<file path="config.mk">
export PLATFORM = sky130hd
export DESIGN_NAME = rso_reset_out
export DESIGN_NICKNAME = d
export VERILOG_FILES = /design/src/rso_pkg.sv /design/src/rso_reset_out.sv /design/src/rso_timer.sv
export SDC_FILE = /design/constraint.sdc
export NUM_CORES = 1
export LEC_CHECK = 0
export BUFFER_PORTS_ARGS = -buffer_cell sky130_fd_sc_hd__buf_4
export CAP_MARGIN = 10
export CORE_ASPECT_RATIO = 1.75
export CORE_MARGIN = 5
export CORE_UTILIZATION = 40
export CTS_CLUSTER_SIZE = 12
export DETAILED_ROUTE_END_ITERATION = 8
export GPL_TIMING_DRIVEN = 0
export PLACE_DENSITY = 0.6
export SLEW_MARGIN = 10
export SYNTH_ARGS = -nofsm -noshare
export SYNTH_HDL_FRONTEND = slang
export SYNTH_HIERARCHICAL = 1
export SYNTH_SLANG_ARGS = --single-unit
</file>
<file path="constraint.sdc">
create_clock -name I_CLOCK -period 7.37 [get_ports I_CLOCK]
set_clock_uncertainty 0.15 [all_clocks]
set_input_delay 0.3685 -clock I_CLOCK [delete_from_list [all_inputs] [get_ports I_CLOCK]]
set_output_delay 0.3685 -clock I_CLOCK [all_outputs]
set_load 0.005 [all_outputs]
</file>
<file path="src/rso_pkg.sv">
// Purpose : shared constants for the reset output and soft reset block
// Assumes : 40 MHz system clock, 32-bit Avalon-MM register port
// Notes   : timing figures are plain defaults, long counts are top parameters
package rso_pkg;

    // ****************************************************************
    // clock and timing
    // ****************************************************************
    localparam int CLK_PERIOD_NS      = 25;
    localparam int RESET_FILTER_NS    = 10000;
    localparam int EXT_DELAY_NS       = 10000000;
    localparam int RED_DELAY_NS       = 1000000;
    localparam int FILTER_CYCLES      = (RESET_FILTER_NS + CLK_PERIOD_NS - 1) / CLK_PERIOD_NS;
    localparam int EXT_DELAY_CYCLES   = (EXT_DELAY_NS + CLK_PERIOD_NS - 1) / CLK_PERIOD_NS;
    localparam int RED_DELAY_CYCLES   = (RED_DELAY_NS + CLK_PERIOD_NS - 1) / CLK_PERIOD_NS;
    localparam int DLY_W              = 20;
    localparam int FILT_W             = 12;

    // ****************************************************************
    // register map, byte addresses
    // ****************************************************************
    localparam logic [4:0] OFS_MODE_CTRL  = 5'h00;
    localparam logic [4:0] OFS_RESET_CFG  = 5'h04;
    localparam logic [4:0] OFS_STATUS     = 5'h08;
    localparam logic [4:0] OFS_GPIO_CFG   = 5'h0C;
    localparam logic [4:0] OFS_TIMER_PWM  = 5'h10;
    localparam logic [4:0] OFS_IRQ_STAT   = 5'h14;
    localparam logic [4:0] OFS_IRQ_MASK   = 5'h18;

    // reset_cfg fields
    localparam int CFG_DLY_SEL  = 0;
    localparam int CFG_THR_LO   = 1;
    localparam int CFG_NOPULSE  = 3;
    localparam int CFG_FAILSAFE = 4;
    localparam int CFG_LOCK     = 5;
    localparam logic [5:0] RESET_CFG_RST = 6'h00;
    localparam logic [2:0] GPIO_CFG_RST  = 3'h0;
    localparam logic [7:0] TIMER_PWM_RST = 8'h00;

    // irq bits
    localparam int IRQ_UV   = 0;
    localparam int IRQ_WD   = 1;
    localparam int IRQ_SOFT = 2;
    localparam int IRQ_REL  = 3;
    localparam int IRQ_N    = 4;

    // mode field commands
    localparam logic [1:0] CMD_NORMAL = 2'b00;
    localparam logic [1:0] CMD_SLEEP  = 2'b01;
    localparam logic [1:0] CMD_STOP   = 2'b10;
    localparam logic [1:0] CMD_SOFT   = 2'b11;
    localparam logic [1:0] WD_CNT_MAX = 2'b10;

    typedef enum logic [2:0] {
        MODE_INIT     = 3'b000,
        MODE_NORMAL   = 3'b001,
        MODE_STOP     = 3'b010,
        MODE_SLEEP    = 3'b011,
        MODE_RESTART  = 3'b100,
        MODE_FAILSAFE = 3'b101
    } rso_mode_e;

    typedef enum logic [1:0] {
        RS_IDLE  = 2'b00,
        RS_HOLD  = 2'b01,
        RS_DELAY = 2'b10
    } rso_rst_e;

endpackage

</file>
<file path="src/rso_reset_out.sv">
// Purpose : reset output generation, mode tracking and soft reset
// Assumes : undervoltage and watchdog inputs synchronous to I_CLOCK
// Notes   : registers reached over Avalon-MM, one wait cycle per access
`timescale 1ns/1ps

// Functional notes
// RULE_01 - filtered condition pulls reset low, held plus delay
// RULE_02 - extended delay default, reduced when select set
// RULE_03 - power-up holds low, extended delay then release
// RULE_04 - watchdog failure also asserts the reset output
// RULE_05 - threshold select writable, resets to lowest setting
// RULE_06 - mode 11 soft reset: init mode, defaults
// RULE_07 - pulse option 0: reset output, extended delay
// RULE_08 - pulse option 1: internal reinit, no reset
// RULE_09 - soft reset accepted only in normal, stop
// RULE_10 - watchdog reset: restart or fail-safe, count failures
// RULE_11 - release after watchdog: long window, normal mode
// RULE_12 - locked gpio config kept, timer/pwm restored
// RULE_13 - soft reset acts only after frame ends
module rso_reset_out #(
    parameter logic [rso_pkg::DLY_W-1:0] EXT_DELAY = rso_pkg::DLY_W'(rso_pkg::EXT_DELAY_CYCLES),
    parameter logic [rso_pkg::DLY_W-1:0] RED_DELAY = rso_pkg::DLY_W'(rso_pkg::RED_DELAY_CYCLES)
) (
    input  wire logic        I_CLOCK,            // 40 MHz clock
    input  wire logic        I_RST_N,            // sync reset, active low
    input  wire logic        I_UNDERVOLTAGE,     // regulator below threshold
    input  wire logic        I_WATCHDOG_FAILURE_COUNT,          // watchdog trigger failure pulse
    input  wire logic [4:0]  I_AVS_ADDRESS,      // byte address
    input  wire logic        I_AVS_READ,         // read request
    input  wire logic        I_AVS_WRITE,        // write request
    input  wire logic [31:0] I_AVS_WRITEDATA,    // write data
    input  wire logic [3:0]  I_AVS_BYTEENABLE,   // byte lanes
    output logic [31:0]      O_AVS_READDATA,     // read data
    output logic             O_AVS_WAITREQUEST,  // stall
    output logic             O_RESET_OUT_N,      // reset to host, active low
    output logic             O_IRQ,              // level interrupt
    output logic [2:0]       O_MODE,             // current device mode
    output logic             O_WD_LONG_WINDOW,   // start long open window pulse
    output logic [1:0]       O_UV_THRESHOLD,     // undervoltage threshold select
    output logic [2:0]       O_GPIO_CFG,         // gpio configuration
    output logic [7:0]       O_TIMER_PWM         // timer / pwm setting
);

    // ****************************************************************
    // bus slave
    // ****************************************************************
    logic        req;
    logic        ack_q;
    logic        ack_d;
    logic [31:0] rdata_q;
    logic [31:0] rdata_d;
    logic        wr_en;

    assign req               = I_AVS_READ || I_AVS_WRITE;
    assign O_AVS_WAITREQUEST = req && !ack_q;
    assign wr_en             = I_AVS_WRITE && ack_q && I_AVS_BYTEENABLE[0];
    assign O_AVS_READDATA    = rdata_q;

    rso_pkg::rso_mode_e mode_q;
    rso_pkg::rso_mode_e mode_d;
    rso_pkg::rso_rst_e  rst_q;
    rso_pkg::rso_rst_e  rst_d;
    logic [5:0]                    cfg_q;
    logic [5:0]                    cfg_d;
    logic [2:0]                    gpio_q;
    logic [2:0]                    gpio_d;
    logic [7:0]                    tpwm_q;
    logic [7:0]                    tpwm_d;
    logic [1:0]                    wdcnt_q;
    logic [1:0]                    wdcnt_d;
    logic [rso_pkg::IRQ_N-1:0]     irq_st_q;
    logic [rso_pkg::IRQ_N-1:0]     irq_st_d;
    logic [rso_pkg::IRQ_N-1:0]     irq_mk_q;
    logic [rso_pkg::IRQ_N-1:0]     irq_mk_d;
    logic [rso_pkg::IRQ_N-1:0]     irq_ev;
    logic                          pend_q;
    logic                          pend_d;
    logic                          wdrst_q;
    logic                          wdrst_d;
    logic                          rstout_q;
    logic                          rstout_d;
    logic [rso_pkg::FILT_W-1:0]    filt_q;
    logic [rso_pkg::FILT_W-1:0]    filt_d;
    logic                          soft_exec;
    logic                          soft_cmd;
    logic                          filt_hit;
    logic                          release_ev;
    logic                          tmr_load;
    logic [rso_pkg::DLY_W-1:0]     tmr_val;
    logic                          tmr_done;

    always_comb begin
        ack_d   = req && !ack_q;
        rdata_d = rdata_q;
        if (req && !ack_q) begin
            rdata_d = 32'h0000_0000;
            if (I_AVS_ADDRESS == rso_pkg::OFS_MODE_CTRL) begin
                rdata_d = {29'h0000_0000, mode_q};
            end else if (I_AVS_ADDRESS == rso_pkg::OFS_RESET_CFG) begin
                rdata_d = {26'h000_0000, cfg_q};
            end else if (I_AVS_ADDRESS == rso_pkg::OFS_STATUS) begin
                rdata_d = {29'h0000_0000, rstout_q, wdcnt_q};
            end else if (I_AVS_ADDRESS == rso_pkg::OFS_GPIO_CFG) begin
                rdata_d = {29'h0000_0000, gpio_q};
            end else if (I_AVS_ADDRESS == rso_pkg::OFS_TIMER_PWM) begin
                rdata_d = {24'h00_0000, tpwm_q};
            end else if (I_AVS_ADDRESS == rso_pkg::OFS_IRQ_STAT) begin
                rdata_d = {28'h000_0000, irq_st_q};
            end else if (I_AVS_ADDRESS == rso_pkg::OFS_IRQ_MASK) begin
                rdata_d = {28'h000_0000, irq_mk_q};
            end
        end
    end

    always_ff @(posedge I_CLOCK) begin
        if (!I_RST_N) begin
            ack_q   <= 1'b0;
            rdata_q <= 32'h0000_0000;
        end else begin
            ack_q   <= ack_d;
            rdata_q <= rdata_d;
        end
    end

    // ****************************************************************
    // configuration registers
    // ****************************************************************
    // soft reset restores defaults, but a locked gpio setup survives it
    always_comb begin
        cfg_d  = cfg_q;
        gpio_d = gpio_q;
        tpwm_d = tpwm_q;
        if (soft_exec) begin
            cfg_d  = rso_pkg::RESET_CFG_RST;                          // [RULE_06] [RULE_05]
            tpwm_d = rso_pkg::TIMER_PWM_RST;                          // [RULE_12]
            if (cfg_q[rso_pkg::CFG_LOCK]) begin
                cfg_d[rso_pkg::CFG_LOCK] = 1'b1;                      // [RULE_12]
            end else begin
                gpio_d = rso_pkg::GPIO_CFG_RST;
            end
        end else if (wr_en) begin
            if (I_AVS_ADDRESS == rso_pkg::OFS_RESET_CFG) begin
                cfg_d = I_AVS_WRITEDATA[5:0];                         // [RULE_02] [RULE_05]
            end else if (I_AVS_ADDRESS == rso_pkg::OFS_GPIO_CFG && !cfg_q[rso_pkg::CFG_LOCK]) begin
                gpio_d = I_AVS_WRITEDATA[2:0];
            end else if (I_AVS_ADDRESS == rso_pkg::OFS_TIMER_PWM) begin
                tpwm_d = I_AVS_WRITEDATA[7:0];
            end
        end
    end

    always_ff @(posedge I_CLOCK) begin
        if (!I_RST_N) begin
            cfg_q  <= rso_pkg::RESET_CFG_RST;
            gpio_q <= rso_pkg::GPIO_CFG_RST;
            tpwm_q <= rso_pkg::TIMER_PWM_RST;
        end else begin
            cfg_q  <= cfg_d;
            gpio_q <= gpio_d;
            tpwm_q <= tpwm_d;
        end
    end

    // ****************************************************************
    // mode, soft reset command and reset output
    // ****************************************************************
    assign soft_cmd   = wr_en && (I_AVS_ADDRESS == rso_pkg::OFS_MODE_CTRL)
                        && (I_AVS_WRITEDATA[1:0] == rso_pkg::CMD_SOFT)
                        && (mode_q == rso_pkg::MODE_NORMAL || mode_q == rso_pkg::MODE_STOP);
    // waiting for the request to drop keeps the register port quiet meanwhile
    assign soft_exec  = pend_q && !req;                               // [RULE_13]
    assign filt_hit   = I_UNDERVOLTAGE && (filt_q == rso_pkg::FILT_W'(rso_pkg::FILTER_CYCLES - 1));
    assign release_ev = (rst_q == rso_pkg::RS_DELAY) && tmr_done && !I_UNDERVOLTAGE && !tmr_load;

    always_comb begin
        mode_d   = mode_q;
        rst_d    = rst_q;
        pend_d   = pend_q;
        wdrst_d  = wdrst_q;
        rstout_d = rstout_q;
        wdcnt_d  = wdcnt_q;
        filt_d   = '0;
        tmr_load = 1'b0;
        tmr_val  = cfg_q[rso_pkg::CFG_DLY_SEL] ? RED_DELAY : EXT_DELAY; // [RULE_02]
        if (soft_cmd) begin
            pend_d = 1'b1;                                            // [RULE_09]
        end else if (soft_exec) begin
            pend_d = 1'b0;
        end
        if (wr_en && I_AVS_ADDRESS == rso_pkg::OFS_MODE_CTRL && I_AVS_WRITEDATA[1:0] != rso_pkg::CMD_SOFT
            && (mode_q == rso_pkg::MODE_INIT || mode_q == rso_pkg::MODE_NORMAL
                || mode_q == rso_pkg::MODE_STOP)) begin
            case (I_AVS_WRITEDATA[1:0])
                rso_pkg::CMD_STOP:  mode_d = rso_pkg::MODE_STOP;
                rso_pkg::CMD_SLEEP: mode_d = rso_pkg::MODE_SLEEP;
                default:            mode_d = rso_pkg::MODE_NORMAL;
            endcase
        end
        case (rst_q)
            rso_pkg::RS_IDLE: begin
                rstout_d = 1'b0;
                if (I_UNDERVOLTAGE) begin
                    filt_d = filt_q + 1'b1;
                end
                if (filt_hit) begin
                    rst_d    = rso_pkg::RS_HOLD;                      // [RULE_01]
                    rstout_d = 1'b1;
                end
            end
            rso_pkg::RS_HOLD: begin
                if (!I_UNDERVOLTAGE) begin
                    rst_d    = rso_pkg::RS_DELAY;                     // [RULE_01] [RULE_03]
                    tmr_load = 1'b1;
                    if (!wdrst_q && mode_q == rso_pkg::MODE_INIT) begin
                        tmr_val = EXT_DELAY;                          // [RULE_03]
                    end
                end
            end
            default: begin
                if (I_UNDERVOLTAGE) begin
                    rst_d = rso_pkg::RS_HOLD;                         // [RULE_01]
                end else if (tmr_done) begin
                    rst_d    = rso_pkg::RS_IDLE;
                    rstout_d = 1'b0;
                    if (wdrst_q && mode_q == rso_pkg::MODE_RESTART) begin
                        mode_d = rso_pkg::MODE_NORMAL;                // [RULE_11]
                    end
                    wdrst_d = 1'b0;
                end
            end
        endcase
        if (soft_exec) begin
            mode_d  = rso_pkg::MODE_INIT;                             // [RULE_06]
            wdcnt_d = 2'b00;
            wdrst_d = 1'b0;
            if (!cfg_q[rso_pkg::CFG_NOPULSE]) begin                   // [RULE_08]
                rst_d    = rso_pkg::RS_DELAY;                         // [RULE_07]
                rstout_d = 1'b1;
                tmr_load = 1'b1;
                tmr_val  = EXT_DELAY;
            end
        end
        if (I_WATCHDOG_FAILURE_COUNT) begin
            mode_d   = cfg_q[rso_pkg::CFG_FAILSAFE] ? rso_pkg::MODE_FAILSAFE
                                                    : rso_pkg::MODE_RESTART; // [RULE_10]
            wdrst_d  = 1'b1;
            rstout_d = 1'b1;                                          // [RULE_04]
            if (wdcnt_q != rso_pkg::WD_CNT_MAX) begin
                wdcnt_d = wdcnt_q + 1'b1;                             // [RULE_10]
            end
            if (rst_q != rso_pkg::RS_HOLD || !I_UNDERVOLTAGE) begin
                rst_d    = rso_pkg::RS_DELAY;
                tmr_load = 1'b1;
                tmr_val  = cfg_q[rso_pkg::CFG_DLY_SEL] ? RED_DELAY : EXT_DELAY;
            end
        end
    end

    // power-up: output low in hold until the regulator is good
    always_ff @(posedge I_CLOCK) begin
        if (!I_RST_N) begin
            mode_q   <= rso_pkg::MODE_INIT;
            rst_q    <= rso_pkg::RS_HOLD;                             // [RULE_03]
            pend_q   <= 1'b0;
            wdrst_q  <= 1'b0;
            rstout_q <= 1'b1;
            wdcnt_q  <= 2'b00;
            filt_q   <= '0;
        end else begin
            mode_q   <= mode_d;
            rst_q    <= rst_d;
            pend_q   <= pend_d;
            wdrst_q  <= wdrst_d;
            rstout_q <= rstout_d;
            wdcnt_q  <= wdcnt_d;
            filt_q   <= filt_d;
        end
    end

    rso_timer u_delay (
        .I_CLOCK (I_CLOCK),
        .I_RST_N (I_RST_N),
        .i_load  (tmr_load),
        .i_value (tmr_val),
        .o_done  (tmr_done)
    );

    // ****************************************************************
    // interrupts
    // ****************************************************************
    assign irq_ev[rso_pkg::IRQ_UV]   = filt_hit && (rst_q == rso_pkg::RS_IDLE);
    assign irq_ev[rso_pkg::IRQ_WD]   = I_WATCHDOG_FAILURE_COUNT;
    assign irq_ev[rso_pkg::IRQ_SOFT] = soft_exec;
    assign irq_ev[rso_pkg::IRQ_REL]  = release_ev;

    // event set beats a write-one clear in the same cycle
    always_comb begin
        irq_st_d = irq_st_q;
        irq_mk_d = irq_mk_q;
        if (wr_en && I_AVS_ADDRESS == rso_pkg::OFS_IRQ_STAT) begin
            irq_st_d = irq_st_q & ~I_AVS_WRITEDATA[rso_pkg::IRQ_N-1:0];
        end
        if (wr_en && I_AVS_ADDRESS == rso_pkg::OFS_IRQ_MASK) begin
            irq_mk_d = I_AVS_WRITEDATA[rso_pkg::IRQ_N-1:0];
        end
        irq_st_d = irq_st_d | irq_ev;
    end

    always_ff @(posedge I_CLOCK) begin
        if (!I_RST_N) begin
            irq_st_q <= '0;
            irq_mk_q <= '0;
        end else begin
            irq_st_q <= irq_st_d;
            irq_mk_q <= irq_mk_d;
        end
    end

    assign O_IRQ            = |(irq_st_q & irq_mk_q);
    assign O_RESET_OUT_N    = !rstout_q;
    assign O_MODE           = mode_q;
    assign O_WD_LONG_WINDOW = release_ev;                             // [RULE_11]
    assign O_UV_THRESHOLD   = cfg_q[rso_pkg::CFG_THR_LO+1:rso_pkg::CFG_THR_LO];
    assign O_GPIO_CFG       = gpio_q;
    assign O_TIMER_PWM      = tpwm_q;
endmodule // rso_reset_out

</file>
<file path="src/rso_timer.sv">
// Purpose : loadable down counter timing the reset delay
// Assumes : load has priority over counting
// Notes   : o_done is high while the count is zero, a same-cycle load is the caller's to mask
`timescale 1ns/1ps
module rso_timer (
    input  wire logic                    I_CLOCK,   // system clock
    input  wire logic                    I_RST_N,   // sync reset, active low
    input  wire logic                    i_load,    // start a new delay
    input  wire logic [rso_pkg::DLY_W-1:0] i_value, // delay in cycles
    output logic                         o_done     // delay expired
);
    logic [rso_pkg::DLY_W-1:0] cnt_q;
    logic [rso_pkg::DLY_W-1:0] cnt_d;

    always_comb begin
        cnt_d = cnt_q;
        if (i_load) begin
            cnt_d = i_value;
        end else if (cnt_q != '0) begin
            cnt_d = cnt_q - 1'b1;
        end
    end

    always_ff @(posedge I_CLOCK) begin
        if (!I_RST_N) begin
            cnt_q <= '0;
        end else begin
            cnt_q <= cnt_d;
        end
    end

    // no path from i_load: the caller masks a same-cycle load by combining this flag with its own load
    assign o_done = (cnt_q == '0);

endmodule // rso_timer
</file>
==> run metrics, run 1 <==
outcome completed; syn_area_per_cell 8.79 um^2; Chip Height 143 um; Finished Core Util 50.9%; main flop type after synthesis dfxtp_1; Detail Route Antenna Nets 0; clock group share of total power 44.3%; Peak supply drop 0.000122 V; fin worst setup slack 3.72 ns; Residual DRC 0; Inserted Clock Buffers 9; Clock Pin Slew Worst Setup and Hold Paths ~0.060 ns; CP required 6.85 ns; CTS max path bufs 2; routability congestion estimate from global placement around 0.93; Worst Setup End Kind output pin; vias per cell roughly 5.2; Sink Count 76; max cap viols 0; async set-reset flop share out of synthesis 0%; switch share 26.5%; Power Internal ~820 uW; critical path arrival 3.13 ns; Reg power frac 40.5%; RSZ-0062 raised after global routing false; via count 3598; total gr overflow 0; Ys Warns 6; # hold bufs at CTS 0; Final min period ~3.6 ns; core area ~0.01 mm^2; Worst Path Max Fanout 8; drt wl/cell 16.0 um; Final Max Tran Viols 0; HP Class in2reg; Setup Buffers After CTS 0; number of flops mapped to enable cells by yosys 0; port buffer count between 40 and 50; Syn Inst Count approximately 460; max_slew headroom 29.2%; io pins around 100; Fillers approximately 950; Comb power frac between 10% and 20%; switching power approximately 300 uW; dpl hpwl 8.56 mm; Die X 86.3 um; # rows between 40 and 50; Post-CTS Resized 0; worst skew pair latency 0.34 ns; Total Nets Final 608; # diodes 0; worst slew pin tran 1.05 ns; largest net degree at the start of global routing 15; share of cells above drive strength 1 roughly 22%; Worst setup SP type register; area of the multi-input gates 0.00234 mm^2; Synth area leader dfxtp_1; #FFs+latches synth 76; P&R area growth vs syn 23.9%; vias in the first global route 3612; gr usage total 18.3%; Setup Slack @ Placement 4.03 ns; Routed WL 11.0 mm; most common cell after layout, fill and taps aside dfxtp_1; Setup Viol. Count Final 0; Final Hold Vio Count 0; Root Driver clkbuf_16; Tcrit/Tclk final between 40% and 50%; Finished Layout Cells 686; first-pass GRT wire length 17.7 mm; Synth cell types 67; antenna violations before repair 0; Initial Util between 40% and 50%; Storage cell area 0.00152 mm^2; Synth area leaders dfxtp_1 37%, mux2i_1 5.7%, buf_4 5.0%, xnor2_1 4.5%, nand2_1 3.4%; CP Class reg2out; commonest cells after routing, fill and taps aside 76 x dfxtp_1, 74 x buf_4, 37 x nand2_1, 37 x nor2_1, 37 x conb_1; pwr dens 221 mW/mm^2; H-tree Lvls 3; Fmax 274 MHz; Synth Cell Area 0.00407 mm^2; TritonCTS clock tree yes; Synth top area share 37.4%; die area 0.0124 mm^2; DRT iter0 DRCs approximately 130; P_leak ~2 nW; TNS Setup 0 ns; sequential area share after synthesis 37.4%; 1st-pass router iterations 5; Cells after DPL 670
-- flip-flops by register name, indices dropped and copies added (netlist names) --
name,cells
cfg_q,6
irq_mk_q,4
rst_q,2
pend_q,1
O_MODE,3
rstout_q,1
wdcnt_q,2
wdrst_q,1
u_delay/cnt_q,20
O_GPIO_CFG,3
filt_q,12
ack_q,1
O_TIMER_PWM,8
O_AVS_READDATA,8
irq_st_q,4
-- logic make-up after synthesis --
logic type               count (synthesis)  synth area share, %
flip-flops                              76                 37.4
multiplexers                            23                 5.65
buffers and inverters                   57                 8.33
XOR/XNOR                                29                 6.24
AND/OR/NAND/NOR                        178                 24.3
adder cells (fa/ha/maj)                  5                 1.54
AO/OA/AOI/OAI                           93                 16.4
other                                    2                0.184
-- power groups by stage --
stage               Sequential (mW)  Combinational [mW]  Clock, mW
floorplan                     0.455               0.124          0
global placement              0.459               0.165          0
detailed placement            0.460               0.167          0
CTS                           0.451               0.169      0.504
global route                  0.453               0.187      0.523
finish                        0.451               0.168      0.494
-- cells in the mapped netlist (all sizes together), types with 6 or more instances --
master	number
nor2	37
a21oi	6
nand2b	7
clkbuf	13
nor2b	11
buf	32
a21boi	12
or4	7
xnor2	21
nand3	9
nor4	11
nand2	37
xor2	8
nand4	6
o21ai	27
inv	11
nor3	17
dfxtp	76
mux2i	23
-- path summary, 6_finish.rpt --
path | start | endpoint | slack [ns] | cells after the start
worst max-delay path | u_delay/cnt_q[0] | O_WD_LONG_WINDOW | 3.72 | 9
worst min-delay path | I_AVS_WRITEDATA[5] | O_TIMER_PWM[5] | 0.12 | 3
worst max register to register | cfg_q[3] | u_delay/cnt_q[15] | 4.17 | 8
worst min register to register | filt_q[0] | filt_q[0] | 0.31 | 1
-- metrics by stage --
| stage | power, mW | instance area (um^2) | hold slack, ns |
|---|---|---|---|
| finish | 1.11 | 5050 | 0.122 |
| detailed placement | 0.627 | 4710 | 0.306 |
| global placement | 0.624 | 4710 | 0.301 |
| CTS | 1.12 | 5050 | 0.114 |
| global route | 1.16 | 5050 | 0.124 |
| floorplan | 0.578 | 4200 | 0.280 |
-- worst max-delay path, stage by stage, from the launching register on --
cell,delay (ns)
dfxtp_1,0.36
inv_1,0.10
ha_1,0.14
or4b_2,0.60
nor4_2,0.20
and2b_1,0.17
buf_4,0.17
nand3b_1,0.20
nor4_1,0.64
buf_4,0.23
-- layer usage --
layer	vias up	share of wire, %	global-route usage, %
li1	1776	-	-
met2	113	54	33.8
met4	0	4.1	10.3
met3	36	4.0	3.96
met1	1673	38	18.7
met5	-	0	0
-- final cells by class --
type                    count  share of cell area [%]
well taps                 125                    3.10
multi-input cells         365                    46.4
repair buffers             47                    6.99
clock buffers              10                    4.74
inverters                  12                   0.893
clock inverters             6                    1.88
plain buffers              45                    5.83
flip-flops and latches     76                    30.2
Note: power is estimated with default switching activity, not from simulation.
==> inputs of run 2 (changes only) <==
Settings changed: PLACE_DENSITY 0.6 to 0.62.
Clock period 7.37 ns to 2.9 ns, I/O delays scaled along.
==> run 2 against run 1 <==
Effect of this change: via count up 1.5%; sequential share of layout area down 0.91 points; count of clock-buffer cells in the layout shrank 1; routed wire length rose by 1.1%; critical path depth down 2; register-to-register slack lost 3.9 ns; worst hold slack worse by 0.082 ns; worst setup slack worse by 3.6 ns; final cell count is 2.2% higher; clock power increased by 130%; first-iteration DRC count up 46%; non-clock buffer count up 15; critical path type unchanged; largest cell class unchanged; highest routed layer unchanged.
==> run metrics, run 2 (synthesized netlist as in run 1, its figures left out) <==
CP required 2.61 ns (-4.24 ns); Cells on Worst Hold Path 3 (unchanged); commonest cells after routing, fill and taps aside 77 x buf_4, 75 x dfxtp_1, 37 x nand2_1, 37 x nor2_1, 37 x conb_1; Biggest register u_delay/cnt_q; worst slew pin tran 0.776 ns (-0.272 ns); Fmax 364 MHz; CP Class reg2out; Tcrit/Tclk final 94.7%; share of cells above drive strength 1 23.1% (+0.99 points); Setup Viol. Count Final 0 (unchanged); Setup Slack @ Placement -0.343 ns (-4.38 ns); die area 0.0124 mm^2 (unchanged); fin worst setup slack 0.154 ns (-3.57 ns); Peak supply drop 0.000341 V (+180%); outcome completed; Root Driver clkbuf_16; P&R area growth vs syn 27.9%; Residual DRC 0 (unchanged); drt wl/cell 15.9 um (-1.1%); vias in the first global route 3738 (+3.5%); Chip Height 143 um (unchanged); Die X 86.3 um (unchanged); vias per cell 5.21 (-0.64%); worst r2r path cells 9 (+1); Routed WL 11.1 mm (+1.1%); first-pass GRT wire length 18.1 mm (+2.3%); pwr dens 531 mW/mm^2 (+140%); H-tree Lvls 3 (unchanged); dpl hpwl 8.44 mm (-1.4%); max_slew headroom 47.9% (+19 points); Final Max Tran Viols 0 (unchanged); HP Class in2reg; Sink Count 76 (unchanged); port buffer count 47 (unchanged); # rows 48 (unchanged); most common cell after layout, fill and taps aside buf_4; worst skew pair latency 0.34 ns (about the same); Inserted Clock Buffers 9 (unchanged); total gr overflow 0 (unchanged); Total Nets Final 623 (+2.5%); Worst Setup End Kind output pin; # diodes 0 (unchanged); gr usage total 18.7% (+0.41 points); critical path arrival 2.45 ns (-0.68 ns); P_leak 2.11 nW (+2.8%); Clock Pin Slew Worst Setup and Hold Paths 0.06 ns (about the same); routability congestion estimate from global placement 0.906 (-2.6%); antenna violations before repair 0 (unchanged); Final Hold Vio Count 0 (unchanged); core area 0.00991 mm^2 (unchanged); 1st-pass router iterations 4 (-1); Fillers 971 (+2.3%); via count 3653 (+1.5%); RSZ-0062 raised after global routing false; Finished Layout Cells 701 (+2.2%); largest registers u_delay/cnt_q x20, filt_q x12; Cells after DPL 670 (unchanged); Largest register FFs 20 (unchanged); io pins 99 (unchanged); CTS max path bufs 2 (unchanged); Initial Util 41.1% (unchanged); Worst setup SP type register; max cap viols 0 (unchanged); Worst Path Max Fanout 5 (-3); Final min period 2.75 ns; TritonCTS clock tree yes; DRT iter0 DRCs 193 (+46%); largest net degree at the start of global routing 16 (+1); Detail Route Antenna Nets 0 (unchanged)
run 2: worst paths after layout:
check                                       start           endpoint  slack, ns
worst min-delay path                  I_AVS_WRITE             pend_q       0.04
worst min register to register  O_AVS_READDATA[6]  O_AVS_READDATA[6]       0.32
worst max-delay path            u_delay/cnt_q[11]   O_WD_LONG_WINDOW       0.15
worst max register to register  u_delay/cnt_q[11]          O_MODE[2]       0.28
run 2: repair_timing:
| action | 4_1_cts | 5_1_grt |
|---|---|---|
| resized for setup | 9 | 3 |
| gates cloned | 0 | 0 |
| hold buffers | 11 | 0 |
| pin swaps | 2 | 2 |
| buffers inserted | 3 | 1 |
| setup endpoints to repair | 9 | 8 |
| endpoints found under the hold margin | 25 | 0 |
run 2: power breakdown:
| part | total, mW | switching (mW) | internal (mW) |
|---|---|---|---|
| Combinational | 0.456 | 0.242 | 0.214 |
| Sequential | 1.15 | 0.0532 | 1.10 |
| Clock | 1.16 | 0.479 | 0.680 |
run 2: final cells by class:
type | count | area [um^2] | area share, %
repair buffers | 62 | 493 | 9.47
multi-input cells | 365 | 2380 | 45.8
plain buffers | 45 | 299 | 5.74
clock buffers | 9 | 225 | 4.32
clock inverters | 7 | 81.3 | 1.56
flip-flops and latches | 76 | 1520 | 29.2
inverters | 12 | 45.0 | 0.865
well taps | 125 | 156 | 3.00
run 2: stage by stage:
stage | util (%) | setup TNS, ns | hold slack [ns] | power, mW | cell area, um^2
5_1_grt | 52.6 | 0 | 0.0674 | 2.89 | 5210
6_report | 52.6 | 0 | 0.0394 | 2.76 | 5210
2_1_floorplan | - | 0 | 0.0960 | 1.47 | 4200
3_5_place_dp | 47.6 | -2.70 | 0.241 | 1.59 | 4710
3_3_place_gp | 47.6 | -2.65 | 0.232 | 1.59 | 4710
4_1_cts | 52.5 | -0.125 | 0.0444 | 2.79 | 5200
run 2: metal layers:
metal	track usage (%)	vias to the layer above	wire [um]
li1	-	1808	-
met1	18.5	1726	4090
met2	35.5	86	6100
met3	3.90	33	435
met4	10.3	0	498
met5	0	-	0
run 2: worst max-delay path, stage by stage (launching register included):
cell      delay [ns]
dfxtp_1         0.35
or4_4           0.58
nor4_4          0.29
and2b_1         0.18
buf_6           0.11
nand3b_1        0.16
nor4_4          0.27
buf_4           0.18
